`src/rtl/dsef_pkg.sv`:
```
// constants and types for the debug status entry and sticky flag logic
// Operation
// - status bit 9 reserved, reads zero
// - sticky undefined flag set in debug state
// - run control bit 2 clears sticky flags
// - sticky async abort set in debug state
// - sticky sync abort set in debug state
// - sync abort blocks instruction transfer issue
// - sync abort blocks fast mode data access
// - entry cause field, reset halt request code
// - entry cause codes for each debug event
// - entry cause loaded on exception or entry
// - restarted bit low while leaving, reset one
// - halted bit high in debug state
// - halted, restarted and nonsecure bits reset on core reset
// - run control bit 1 requests leaving
// - fast mode data access issues instruction
package dsef_pkg;
  // ----------------------------------------
  // status register field positions
  // ----------------------------------------
  localparam int BIT_HALTED = 0;
  localparam int BIT_RESTARTED = 1;
  localparam int CAUSE_LO = 2;
  localparam int CAUSE_HI = 5;
  localparam int BIT_SYNC_ABT = 6;
  localparam int BIT_ASYNC_ABT = 7;
  localparam int BIT_UNDEF = 8;
  localparam int BIT_RSVD = 9;
  localparam int BIT_NONSECURE = 18;
  // run control bits
  localparam int RC_RESTART = 1;
  localparam int RC_CLR_STICKY = 2;
  // ----------------------------------------
  // entry cause codes
  // ----------------------------------------
  localparam logic [3:0] CAUSE_HALT_REQ = 4'h0;
  localparam logic [3:0] CAUSE_BREAKPOINT = 4'h1;
  localparam logic [3:0] CAUSE_UNSUPPORTED = 4'h2;
  localparam logic [3:0] CAUSE_BREAKPOINT_INSTRUCTION_INSTR = 4'h3;
  localparam logic [3:0] CAUSE_EXT_HALT = 4'h4;
  localparam logic [3:0] CAUSE_VECTOR_CATCH = 4'h5;
  localparam logic [3:0] CAUSE_WATCHPOINT = 4'hA;
  // reset values
  localparam logic RST_RESTARTED = 1'b1;
  localparam logic RST_HALTED = 1'b0;
  localparam logic RST_NONSECURE = 1'b0;
  // transfer access modes
  localparam logic [1:0] MODE_NONBLOCKING = 2'h0;
  localparam logic [1:0] MODE_STALL = 2'h1;
  localparam logic [1:0] MODE_FAST = 2'h2;
  // core run state
  typedef enum logic [2:0] {
    ST_RUN = 3'b001,
    ST_HALTED = 3'b010,
    ST_LEAVING = 3'b100
  } dsef_state_t;
endpackage

```
`src/rtl/dsef_status.sv`:
```
// debug status register low bits, entry cause and sticky exception flags
`timescale 1ns/10ps
module dsef_status
  import dsef_pkg::*;
(
  // clock and resets
  input wire logic clk_sys,
  input wire logic rstn,
  input wire logic debug_core_reset_n,
  // run control register write
  input wire logic run_control_wr,
  input wire logic [31:0] run_control_wdata,
  // status register write and read
  input wire logic status_wr,
  input wire logic [31:0] status_wdata,
  output logic [31:0] debug_status_control,
  // core events
  input wire logic halt_entry,
  input wire logic [3:0] halt_cause,
  input wire logic debug_exception,
  input wire logic [3:0] exception_cause,
  input wire logic exit_done,
  input wire logic undef_event,
  input wire logic async_abort_event,
  input wire logic sync_abort_event,
  input wire logic core_nonsecure,
  // transfer channel accesses
  input wire logic [1:0] transfer_access_mode,
  input wire logic itr_wr,
  input wire logic rx_ext_wr,
  input wire logic tx_ext_rd,
  output logic itr_wr_accept,
  output logic rx_ext_wr_accept,
  output logic tx_ext_rd_accept,
  output logic issue_instr,
  output logic restart_req
);
  logic rst_s1_q;
  logic rst_n_q;
  logic core_rst_n;
  dsef_state_t state_q;
  logic undef_q;
  logic async_q;
  logic sync_q;
  logic [3:0] cause_q;
  logic nonsec_q;
  logic in_debug;
  logic clr_sticky;
  logic fast_mode;
  logic xfer_ok;

  // ----------------------------------------
  // reset release
  // ----------------------------------------
  // two-flop release; core reset also hits core-status state
  always_ff @(posedge clk_sys or negedge rstn) begin
    if (!rstn) begin
      rst_s1_q <= 1'b0;
      rst_n_q <= 1'b0;
    end else begin
      rst_s1_q <= 1'b1;
      rst_n_q <= rst_s1_q;
    end
  end
  assign core_rst_n = rst_n_q & debug_core_reset_n;

  assign in_debug = (state_q == ST_HALTED);
  assign clr_sticky = run_control_wr & run_control_wdata[RC_CLR_STICKY];
  assign fast_mode = (transfer_access_mode == MODE_FAST);

  // ----------------------------------------
  // run state: halted, leaving, running
  // ----------------------------------------
  // synchronous core reset, so the async edge only sees rstn
  always_ff @(posedge clk_sys or negedge rstn) begin
    if (!rstn) begin
      state_q <= ST_RUN;
    end else if (!core_rst_n) begin
      state_q <= ST_RUN;
    end else begin
      unique case (state_q)
        ST_RUN: begin
          if (halt_entry) begin
            state_q <= ST_HALTED;
          end
        end
        ST_HALTED: begin
          if (run_control_wr && run_control_wdata[RC_RESTART]) begin
            state_q <= ST_LEAVING;
          end
        end
        ST_LEAVING: begin
          if (exit_done) begin
            state_q <= ST_RUN;
          end
        end
        default: begin
          state_q <= ST_RUN;
        end
      endcase
    end
  end
  // request held until exit completes; ignored outside debug state
  assign restart_req = (state_q == ST_LEAVING);

  // ----------------------------------------
  // sticky flags: set beats clear
  // ----------------------------------------
  always_ff @(posedge clk_sys or negedge rstn) begin
    if (!rstn) begin
      undef_q <= 1'b0;
      async_q <= 1'b0;
      sync_q <= 1'b0;
    end else begin
      if (in_debug && undef_event) begin
        undef_q <= 1'b1;
      end else if (clr_sticky) begin
        undef_q <= 1'b0;
      end
      if (in_debug && async_abort_event) begin
        async_q <= 1'b1;
      end else if (clr_sticky) begin
        async_q <= 1'b0;
      end
      if (in_debug && sync_abort_event) begin
        sync_q <= 1'b1;
      end else if (clr_sticky) begin
        sync_q <= 1'b0;
      end
    end
  end

  // ----------------------------------------
  // entry cause and secure status
  // ----------------------------------------
  // hardware load outranks a software write in the same cycle
  always_ff @(posedge clk_sys or negedge rstn) begin
    if (!rstn) begin
      cause_q <= CAUSE_HALT_REQ;
    end else if (state_q == ST_RUN && halt_entry) begin
      cause_q <= halt_cause;
    end else if (debug_exception) begin
      cause_q <= exception_cause;
    end else if (status_wr) begin
      cause_q <= status_wdata[CAUSE_HI:CAUSE_LO];
    end
  end

  always_ff @(posedge clk_sys or negedge rstn) begin
    if (!rstn) begin
      nonsec_q <= RST_NONSECURE;
    end else if (!core_rst_n) begin
      nonsec_q <= RST_NONSECURE;
    end else begin
      nonsec_q <= core_nonsecure;
    end
  end

  // ----------------------------------------
  // transfer gating
  // ----------------------------------------
  assign xfer_ok = !(sync_q && fast_mode);
  assign itr_wr_accept = itr_wr && !sync_q;
  assign rx_ext_wr_accept = rx_ext_wr && xfer_ok;
  assign tx_ext_rd_accept = tx_ext_rd && xfer_ok;
  // fast mode issues on data access, others on instruction write
  assign issue_instr = !sync_q && (fast_mode ? (rx_ext_wr || tx_ext_rd)
                                             : itr_wr);

  // ----------------------------------------
  // status read value
  // ----------------------------------------
  always_comb begin
    debug_status_control = '0;
    debug_status_control[BIT_HALTED] = in_debug;
    debug_status_control[BIT_RESTARTED] = (state_q != ST_LEAVING);
    debug_status_control[CAUSE_HI:CAUSE_LO] = cause_q;
    debug_status_control[BIT_SYNC_ABT] = sync_q;
    debug_status_control[BIT_ASYNC_ABT] = async_q;
    debug_status_control[BIT_UNDEF] = undef_q;
    debug_status_control[BIT_RSVD] = 1'b0;
    debug_status_control[BIT_NONSECURE] = nonsec_q;
  end

  // ----------------------------------------
  // checks
  // ----------------------------------------
  a_rsvd_zero: assert property (@(posedge clk_sys) disable iff (!rst_n_q)
    debug_status_control[BIT_RSVD] == 1'b0) else $error("reserved bit set");
  a_undef_set: assert property (@(posedge clk_sys) disable iff (!rst_n_q)
    in_debug && undef_event |=> undef_q) else $error("undef flag not set");
  a_clear_works: assert property (@(posedge clk_sys) disable iff (!rst_n_q)
    clr_sticky && !undef_event && !async_abort_event && !sync_abort_event
    |=> !undef_q && !async_q && !sync_q) else $error("sticky not cleared");
  a_async_hold: assert property (@(posedge clk_sys) disable iff (!rst_n_q)
    async_q && !clr_sticky |=> async_q) else $error("async flag dropped");
  a_sync_set: assert property (@(posedge clk_sys) disable iff (!rst_n_q)
    in_debug && sync_abort_event && clr_sticky |=> sync_q)
    else $error("set lost to clear");
  a_itr_block: assert property (@(posedge clk_sys) disable iff (!rst_n_q)
    sync_q |-> !itr_wr_accept && !issue_instr) else $error("issue while blocked");
  a_fast_block: assert property (@(posedge clk_sys) disable iff (!rst_n_q)
    sync_q && fast_mode |-> !rx_ext_wr_accept && !tx_ext_rd_accept)
    else $error("fast access while blocked");
  a_cause_load: assert property (@(posedge clk_sys) disable iff (!rst_n_q)
    state_q == ST_RUN && halt_entry && core_rst_n
    |=> debug_status_control[CAUSE_HI:CAUSE_LO] == $past(halt_cause))
    else $error("cause not loaded");
  a_restart_seq: assert property (@(posedge clk_sys) disable iff (!rst_n_q)
    in_debug && run_control_wr && run_control_wdata[RC_RESTART] && core_rst_n
    |=> !debug_status_control[BIT_RESTARTED] && !debug_status_control[BIT_HALTED])
    else $error("leave sequence wrong");
  a_halt_bit: assert property (@(posedge clk_sys) disable iff (!rst_n_q)
    state_q == ST_RUN && halt_entry && core_rst_n |=> debug_status_control[BIT_HALTED])
    else $error("halted bit missing");
  a_core_reset: assert property (@(posedge clk_sys) disable iff (!rst_n_q)
    !debug_core_reset_n |=> debug_status_control[BIT_RESTARTED] == RST_RESTARTED &&
    debug_status_control[BIT_HALTED] == RST_HALTED) else $error("core reset status");

  c_halt: cover property (@(posedge clk_sys) disable iff (!rst_n_q)
    state_q == ST_RUN ##1 in_debug);
  c_leave: cover property (@(posedge clk_sys) disable iff (!rst_n_q)
    state_q == ST_LEAVING ##1 state_q == ST_RUN);
  c_sync_block: cover property (@(posedge clk_sys) disable iff (!rst_n_q)
    sync_q && itr_wr);
  c_fast_issue: cover property (@(posedge clk_sys) disable iff (!rst_n_q)
    fast_mode && issue_instr);
endmodule

```
`config.mk`:
```
export PLATFORM = sky130hd
export DESIGN_NAME = dsef_status
export DESIGN_NICKNAME = d
export VERILOG_FILES = /design/src/rtl/dsef_pkg.sv /design/src/rtl/dsef_status.sv
export SDC_FILE = /design/constraint.sdc
export NUM_CORES = 1
export LEC_CHECK = 0
export BUFFER_PORTS_ARGS = -buffer_cell sky130_fd_sc_hd__buf_2
export CAP_MARGIN = 20
export CORE_MARGIN = 2
export CORE_UTILIZATION = 32
export DETAILED_ROUTE_END_ITERATION = 12
export PLACE_DENSITY = 0.82
export SETUP_SLACK_MARGIN = 0.5
export SYNTH_ARGS = -nofsm -noshare
export SYNTH_HDL_FRONTEND = slang
export SYNTH_SLANG_ARGS = --single-unit
```
`constraint.sdc`:
```
create_clock -name clk_sys -period 3.5 [get_ports clk_sys]
set_input_delay 0.525 -clock clk_sys [delete_from_list [all_inputs] [get_ports clk_sys]]
set_output_delay 0.525 -clock clk_sys [all_outputs]
set_load 0.05 [all_outputs]
```
# After elaboration in Yosys (flattened, before gate mapping)

Cells that the tools add are included.

Equality and inequality tests: 8
Mux-type cells: 14
Bitwise gates (word level): 2
Reduce and logical (&&, ||, !) cells: 18

Operator list:

| cell                 | number |
|---|---|
| $mux W3              | 4 |
| $mux W4              | 3 |
| $logic_and A1 B1 Y1  | 10 |
| $ne A3 B3 Y1 const B | 3 |
| $pmux W3 S3          | 1 |
| $mux W1              | 6 |
| $reduce_bool A2 Y1   | 3 |
| $eq A3 B1 Y1 const B | 1 |
| $eq A3 B2 Y1 const B | 1 |
| $eq A3 B3 Y1 const B | 1 |
| $ne A3 B2 Y1 const B | 1 |
| $reduce_and A3 Y1    | 1 |
| $reduce_bool A3 Y1   | 1 |
| $and A1 B1 Y1        | 2 |
| $eq A2 B2 Y1 const B | 1 |
| $logic_not A1 Y1     | 2 |
| $logic_or A1 B1 Y1   | 1 |

Register bits after elaboration: 13
Bits of input ports: 89
Word-level logic and storage cells: 50

# Longest topological paths before layout

Gate-level depths: netlist (run 1).

Depth in word-level cells: 4
Mapped depth: 4
Depth with buffers taken out: 3

# Worst setup path before layout (run 1)

OpenSTA, ideal clock, no wires.

Path type: flip-flop to output port
From: register state_q[1]
To: output debug_status_control[1]
Arrival time: 2.231 ns
Slack: 0.744 ns
Stages on the path, launching flop included: 3
Buffers on the path: 0
Cells stage by stage: dfrtp_1 -> nor3b_1 -> inv_1

Cells in the longest elaborated chain, start to end: 1

Ends and longest elaborated chain:

| item                     | RTL line           | RTL |
|---|---|---|
| start: declaration       | dsef_status.sv:41  | `dsef_state_t state_q;` |
| start signal: assignment | dsef_status.sv:77  | `state_q <= ST_RUN;` |
| start signal: assignment | dsef_status.sv:79  | `state_q <= ST_RUN;` |
| start signal: assignment | dsef_status.sv:84  | `state_q <= ST_HALTED;` |
| $ne A3 B3 Y1             | dsef_status.sv:176 | `debug_status_control[BIT_RESTARTED] = (state_q != ST_LEAVING);` |
| end: declaration         | dsef_status.sv:16  | `output logic [31:0] debug_status_control,` |

Every way passes these cells.

# Final worst setup path (run 1)

From: register state_q[1]
To: output debug_status_control[0]

Cells in the longest elaborated chain, start to end: 1

Ends and longest elaborated chain:

| item         | RTL line          | RTL |
|---|---|---|
| $eq A3 B2 Y1 | dsef_status.sv:67 | `assign in_debug = (state_q == ST_HALTED);` |

Every way passes these cells.

==> results of run 1 <==
## state kept, by name (all words and copies together), names as in the netlist
signal	count
async_q	1
sync_q	1
nonsec_q	1
undef_q	1
rst_n_q	1
state_q	3
cause_q	4
rst_s1_q	1
## synthesized netlist by cell type (all sizes together), types with 3 or more instances
cell and count:
a211oi 3, a22o 3, buf 29, dfrtp 12
mux2 4, mux2i 4, nand2 7, nor2 3
o21ai 4
## logic make-up after synthesis
| kind of cell | Yosys count | share of synthesized area [%] |
|---|---|---|
| AO/OA/AOI/OAI | 13 | 11.6 |
| AND/OR/NAND/NOR | 20 | 14.1 |
| multiplexers | 8 | 9.87 |
| buffers and inverters | 30 | 25.7 |
| other | 2 | 0.871 |
| flip-flops | 13 | 37.9 |
## routing by layer
layer	vias to the layer above	global-route usage (%)	routed length (µm)
li1	329	-	-
met1	284	14.8	688
met2	47	15.1	728
met3	0	5.58	288
met4	0	4.08	0
met5	-	0	0
## final timing paths
kind / slack, ns / end / cells after the start
min in group clk_sys: 0.35 / rst_n_q / 0
max in group asynchronous: 3.09 / state_q[0] / 1
worst min-delay path: 0.13 / sync_q / 1
worst min register to register: 0.35 / rst_n_q / 0
worst max register to register: 2.25 / cause_q[2] / 3
worst max-delay path: 1.52 / debug_status_control[0] / 2
## cell type report
class,count,area (µm²)
fillers,272,1510
inverters,1,3.75
well taps,30,37.5
repair buffers,45,225
flip-flops and latches,13,327
multi-input cells,64,393
clock buffers,4,26.3
## placed cells by master, fill, tap and decap left out, types with 2 or more instances in the layout
cell,Yosys,routed
sky130_fd_sc_hd__nor2_1,3,3
sky130_fd_sc_hd__nand3b_1,2,2
sky130_fd_sc_hd__a211oi_1,3,3
sky130_fd_sc_hd__a21boi_0,2,2
sky130_fd_sc_hd__clkbuf_4,0,3
sky130_fd_sc_hd__conb_1,2,23
sky130_fd_sc_hd__dfrtp_1,12,12
sky130_fd_sc_hd__mux2i_1,4,4
sky130_fd_sc_hd__nor2b_1,2,2
sky130_fd_sc_hd__o21ai_1,4,4
sky130_fd_sc_hd__a22o_1,3,3
sky130_fd_sc_hd__nand2_1,7,7
sky130_fd_sc_hd__buf_2,0,45
sky130_fd_sc_hd__mux2_2,4,4
## power by group
group          internal, mW  switching (mW)
combinational        0.0328           0.111
sequential            0.159         0.00585
clock                0.0441          0.0457
## through the flow
stage / power [mW] / area [µm²] / setup WS, ns / util (%)
final: 0.399 / 1010 / 1.52 / 40.1
after global placement: 0.311 / 986 / 1.51 / 39.1
after global routing: 0.421 / 1010 / 1.39 / 40.1
after CTS: 0.404 / 1010 / 1.51 / 40.1
after floorplan: 0.301 / 941 / 0.744 / -
after detailed placement: 0.313 / 986 / 1.52 / 39.1
==> reports/results.md, run 1 <==
• 0 — post-cts sizing count
• complete, no violations — result of the run
• 1470 µm — hpwl dp
• sky130_fd_sc_hd__dfrtp_1 — prevailing post-synth register cell
• 126 — I/O pin total
• 594 — vias in the first global route
• 153 — Placed Cells
• 9 — drt initial violations
• 0 — final global-route overflow total
• 2.97 ns — required time reported for the critical path endpoint
• 2 — buffers from clock root to sink, at most
• 217 — final net count
• 1 — number of buffers and inverters on the critical path
• 11.0% — aggregate global-route resource usage
• output pin — crit end category
• 43.3% — ratio of cells with drive above 1 in the final layout
• 0.00531 ns — clock tree skew after final layout
• 0 — final antenna diode count
• 660 — DR vias
• 4.20 — routed vias/inst
• 10.9 µm — drt wl/cell
• 14 — pin count of the biggest net entering global routing
• 13 — clock sink count
• 18 — total number of placement rows
• 0 — max-slew violation count
• 505 MHz — Max Clock Freq
• nor3b_2, buf_2 — CP Cell Sequence
• flip-flop — Critical Path Source Type
• 86 — gate count of the mapped netlist
• 0 — Final Hold Violating Endpoints
• 1.45 ns — Arrival @ worst endpoint
• 45 — number of port buffers
• 0.00252 mm² — standard cell core area
• sky130_fd_sc_hd__dfrtp_1 — CP max-delay cell
• 3 — total iterations of the first detailed-routing run
• 0 — total number of yosys warnings
• 3 — CTS Buf Count
• 0 — number of antenna violations at the first check in global routing
• 394 mW/mm² — Power Dens Cells
• 0 — CTS hold repair buffers
• 862 µm² — Syn Std Cell Area
• sky130_fd_sc_hd__clkbuf_4 — root buffer cell
• flip-flops — family with the most delay on the worst path
• 37.9% — Seq/Total Area, Yosys
• 1.98 ns — minimum clock period
• 10.0 µm² — mean area per synthesized cell
• 34.2% — effective utilization at floorplan
• sky130_fd_sc_hd__dfrtp_1 35%, sky130_fd_sc_hd__buf_4 24%, sky130_fd_sc_hd__mux2_2 5.2% — top post-synthesis cells by area
• 34.8% — area share of the largest cell type after synthesis
• reg -> out — classification of the worst setup path
• sky130_fd_sc_hd__dfrtp_1 — cell type contributing the most total cell area after synthesis
• 0.00313 mm² — die outline area
• 1 — H-Tree Depth
• 55.9 µm — DIE HEIGHT
• 0 — # setup viols final
• 1710 µm — total wire length after detailed routing
• built — CTS tree
• 13 — Synth Register Bits
• 0.732 — Final GP Congestion
• 157 — Layout Cells excl Fill
• 0 ns — setup tns final
• 0.45 ns — biggest cell delay along the critical path
• 0 — number of nets still failing antenna checks after routing
• false — RSZ-0062 raised after global routing
• 0 — Post-CTS Setup Inserts
• 2630 µm — global-route wire length before repair
• 100% — ys async rst share
• 0.27 ns — clock latency reported for the late side of the worst-skew pair
• 0.08 ns — CTS clk-pin slew, worst paths
• state_q[0] — start of the worst register-to-register path
• 0.127 ns — worst hold slack across all endpoints
• in -> async — worst hold path class
• 0 — count of maximum capacitance violations
• 0 — number of remaining DRC errors
• state_q[1] — critical path startpoint
• 24 — number of different library cells in the post-synthesis netlist
• 55.9 µm — width of the die
• 0.545 nW — leakage component of the power
• 17.4% — Synth-to-Final Area Change
• 0.183 mV — VDD IR max
• 56.5% — post-route fraction of the period consumed by the critical path
• 7 — largest fanout on the critical path
• 0 — number of enable-type register cells in the synthesized netlist
Note: power is estimated with default switching activity, not from simulation.
==> run 2, diff against run 1 <==
Settings changed: CORE_UTILIZATION 32 to 27, PLACE_DENSITY 0.82 to 0.73.
Clock period 3.5 ns to 1.6 ns, I/O delays scaled along.
==> run 2 against run 1 <==
Sequential cell count did not move. Clock skew is 0.0010 ns lower. Cell count grew 17%. Critical path depth up 1. Sequential power is 120% higher. Via count increased by 13%. Final area up 34%. Non-clock buffer count up 12. Power is 140% higher. Core utilization up 4.3 points. Critical path type unchanged. Largest cell class unchanged. Largest power group is now combinational logic.
==> reports/results.md, run 2 (synthesized netlist as in run 1, its figures left out) <==
• complete, no violations — result of the run
• 713 MHz — Max Clock Freq
• 0.08 ns — CTS clk-pin slew, worst paths
• 0 — Final Hold Violating Endpoints
• 6 — drt initial violations
• 60.7% — ratio of cells with drive above 1 in the final layout
• flip-flops — family with the most delay on the worst path
• 184 — Layout Cells excl Fill
• 0.209 mV — VDD IR max
• 3 — stages on the worst setup path
• 0.263 ns — pre-CTS setup slack
• true — RSZ-0062 raised after global routing
• state_q[1] — terminus of the critical flop-to-flop path
• 1.36 ns — required time reported for the critical path endpoint
• 4 — number of flip-flops under the largest register name
• 0.45 ns — biggest cell delay along the critical path
• 300 — total of fill cells in the finished design
• 0.00366 mm² — die outline area
• 230 — final net count
• cause_q: 4 flops, state_q: 3 flops — Largest regs
• 2230 µm — total wire length after detailed routing
• 0.00426 ns — clock tree skew after final layout
• 57.2% — Synth-to-Final Area Change
• 60.5 µm — width of the die
• buf_12, a21boi_4, buf_6 — CP Cell Sequence
• 5 — cell count of the worst reg-to-reg path
• 14 — pin count of the biggest net entering global routing
• 0.666 nW — leakage component of the power
• 707 mW/mm² — Power Dens Cells
• 45 — number of port buffers
• 748 — DR vias
• 5 — largest fanout on the critical path
• 30 x sky130_fd_sc_hd__buf_2, 23 x sky130_fd_sc_hd__conb_1, 16 x sky130_fd_sc_hd__buf_6 — top library cells by usage in the layout, fill and taps aside
• state_q[0] — start of the worst register-to-register path
• 1.40 ns — minimum clock period
• 0.25 ns — register-to-register setup slack
• sky130_fd_sc_hd__dfrtp_2 — CP max-delay cell
• 4.07 — routed vias/inst
• 87.6% — post-route fraction of the period consumed by the critical path
• 1 — H-Tree Depth
• flip-flop — Critical Path Source Type
• 2860 µm — global-route wire length before repair
• 13 — clock sink count
• 0.759 — Final GP Congestion
• 3 — CTS Buf Count
• 2 — number of buffers and inverters on the critical path
• 1.16 ns — Arrival @ worst endpoint
• 0 — # setup viols final
• 3 — total iterations of the first detailed-routing run
• 667 — vias in the first global route
• 44.4% — Final Core Density
• 28.2% — effective utilization at floorplan
• reg -> out — classification of the worst setup path
• 0 — number of nets still failing antenna checks after routing
• 60.5 µm — DIE HEIGHT
• 168 — Placed Cells
• 0 — final global-route overflow total
• rx_ext_wr_accept — capturing instance or port of the critical path
• 0 — number of antenna violations at the first check in global routing
• 0 — count of maximum capacitance violations
• 0.198 ns — slack of the critical path
• 12.1 µm — drt wl/cell
• built — CTS tree
• 0 — number of remaining DRC errors
• 11.0% — aggregate global-route resource usage
• sky130_fd_sc_hd__clkbuf_4 — root buffer cell
• in -> reg — worst hold path class
• sky130_fd_sc_hd__buf_2 — most frequent standard cell in the layout excluding fill and tap cells
• 0 ns — setup tns final
• 0 — max-slew violation count
• 2 — buffers from clock root to sink, at most
• 0 — final antenna diode count
• 126 — I/O pin total
• 1460 µm — hpwl dp
• 0.27 ns — clock latency reported for the late side of the worst-skew pair
• sync_q — critical path startpoint
• output pin — crit end category
• 0.00305 mm² — standard cell core area
• cause_q — largest register by flop count
• 0.168 ns — worst hold slack across all endpoints
• 20 — total number of placement rows
run 2: cell types whose count changed in the layout (fill, tap and decap cells not counted), sizes merged:
| cell | delta |
|---|---|
| buf | +11 |
| dlygate4sd3 | +1 |
| and4bb | +1 |
run 2: worst min-delay path by stage:
stage / startpoint / slack (ns) / depth (start not counted) / endpoint
4_1_cts: debug_core_reset_n / 0.16 / 2 / state_q[0]
3_5_place_dp: rstn / 0.14 / 1 / nonsec_q
6_report: debug_core_reset_n / 0.17 / 2 / state_q[0]
2_1_floorplan: rstn / -0.06 / 0 / async_q
3_3_place_gp: rstn / 0.14 / 1 / nonsec_q
5_1_grt: debug_core_reset_n / 0.15 / 2 / state_q[0]
run 2: final cells by class:
type                    count  area, µm²  area share (%)
multi-input cells          65        488            36.0
inverters                   1       3.75           0.277
flip-flops and latches     13        334            24.7
clock buffers               4       26.3            1.94
well taps                  44       55.1            4.06
repair buffers             57        448            33.1
run 2: report_power, final:
part | total (mW) | leakage (nW) | internal (mW) | switching, mW
Combinational | 0.391 | 0.494 | 0.127 | 0.264
Clock | 0.201 | 0.0150 | 0.0965 | 0.105
Sequential | 0.366 | 0.157 | 0.351 | 0.0150
run 2: through the flow:
stage	cell area (µm²)	total power, mW
6_report	1360	0.958
2_1_floorplan	1010	0.677
5_1_grt	1360	1.01
3_5_place_dp	1080	0.702
4_1_cts	1240	0.949
3_3_place_gp	1080	0.700
run 2: what timing repair did:
item                                    CTS  global route
endpoints found under the setup margin   23            25
endpoints found under the hold margin    12             0
buffers inserted                          5             5
pin swaps                                 6            12
resized for setup                        30            15
hold buffers                              1             0
gates cloned                              0             1
run 2: metal layers:
| metal | routed length, µm | GRT usage (%) |
|---|---|---|
| met2 | 1210 | 20.3 |
| met1 | 802 | 10.9 |
| met4 | 0 | 4.66 |
| met3 | 212 | 4.26 |
| met5 | 0 | 0 |
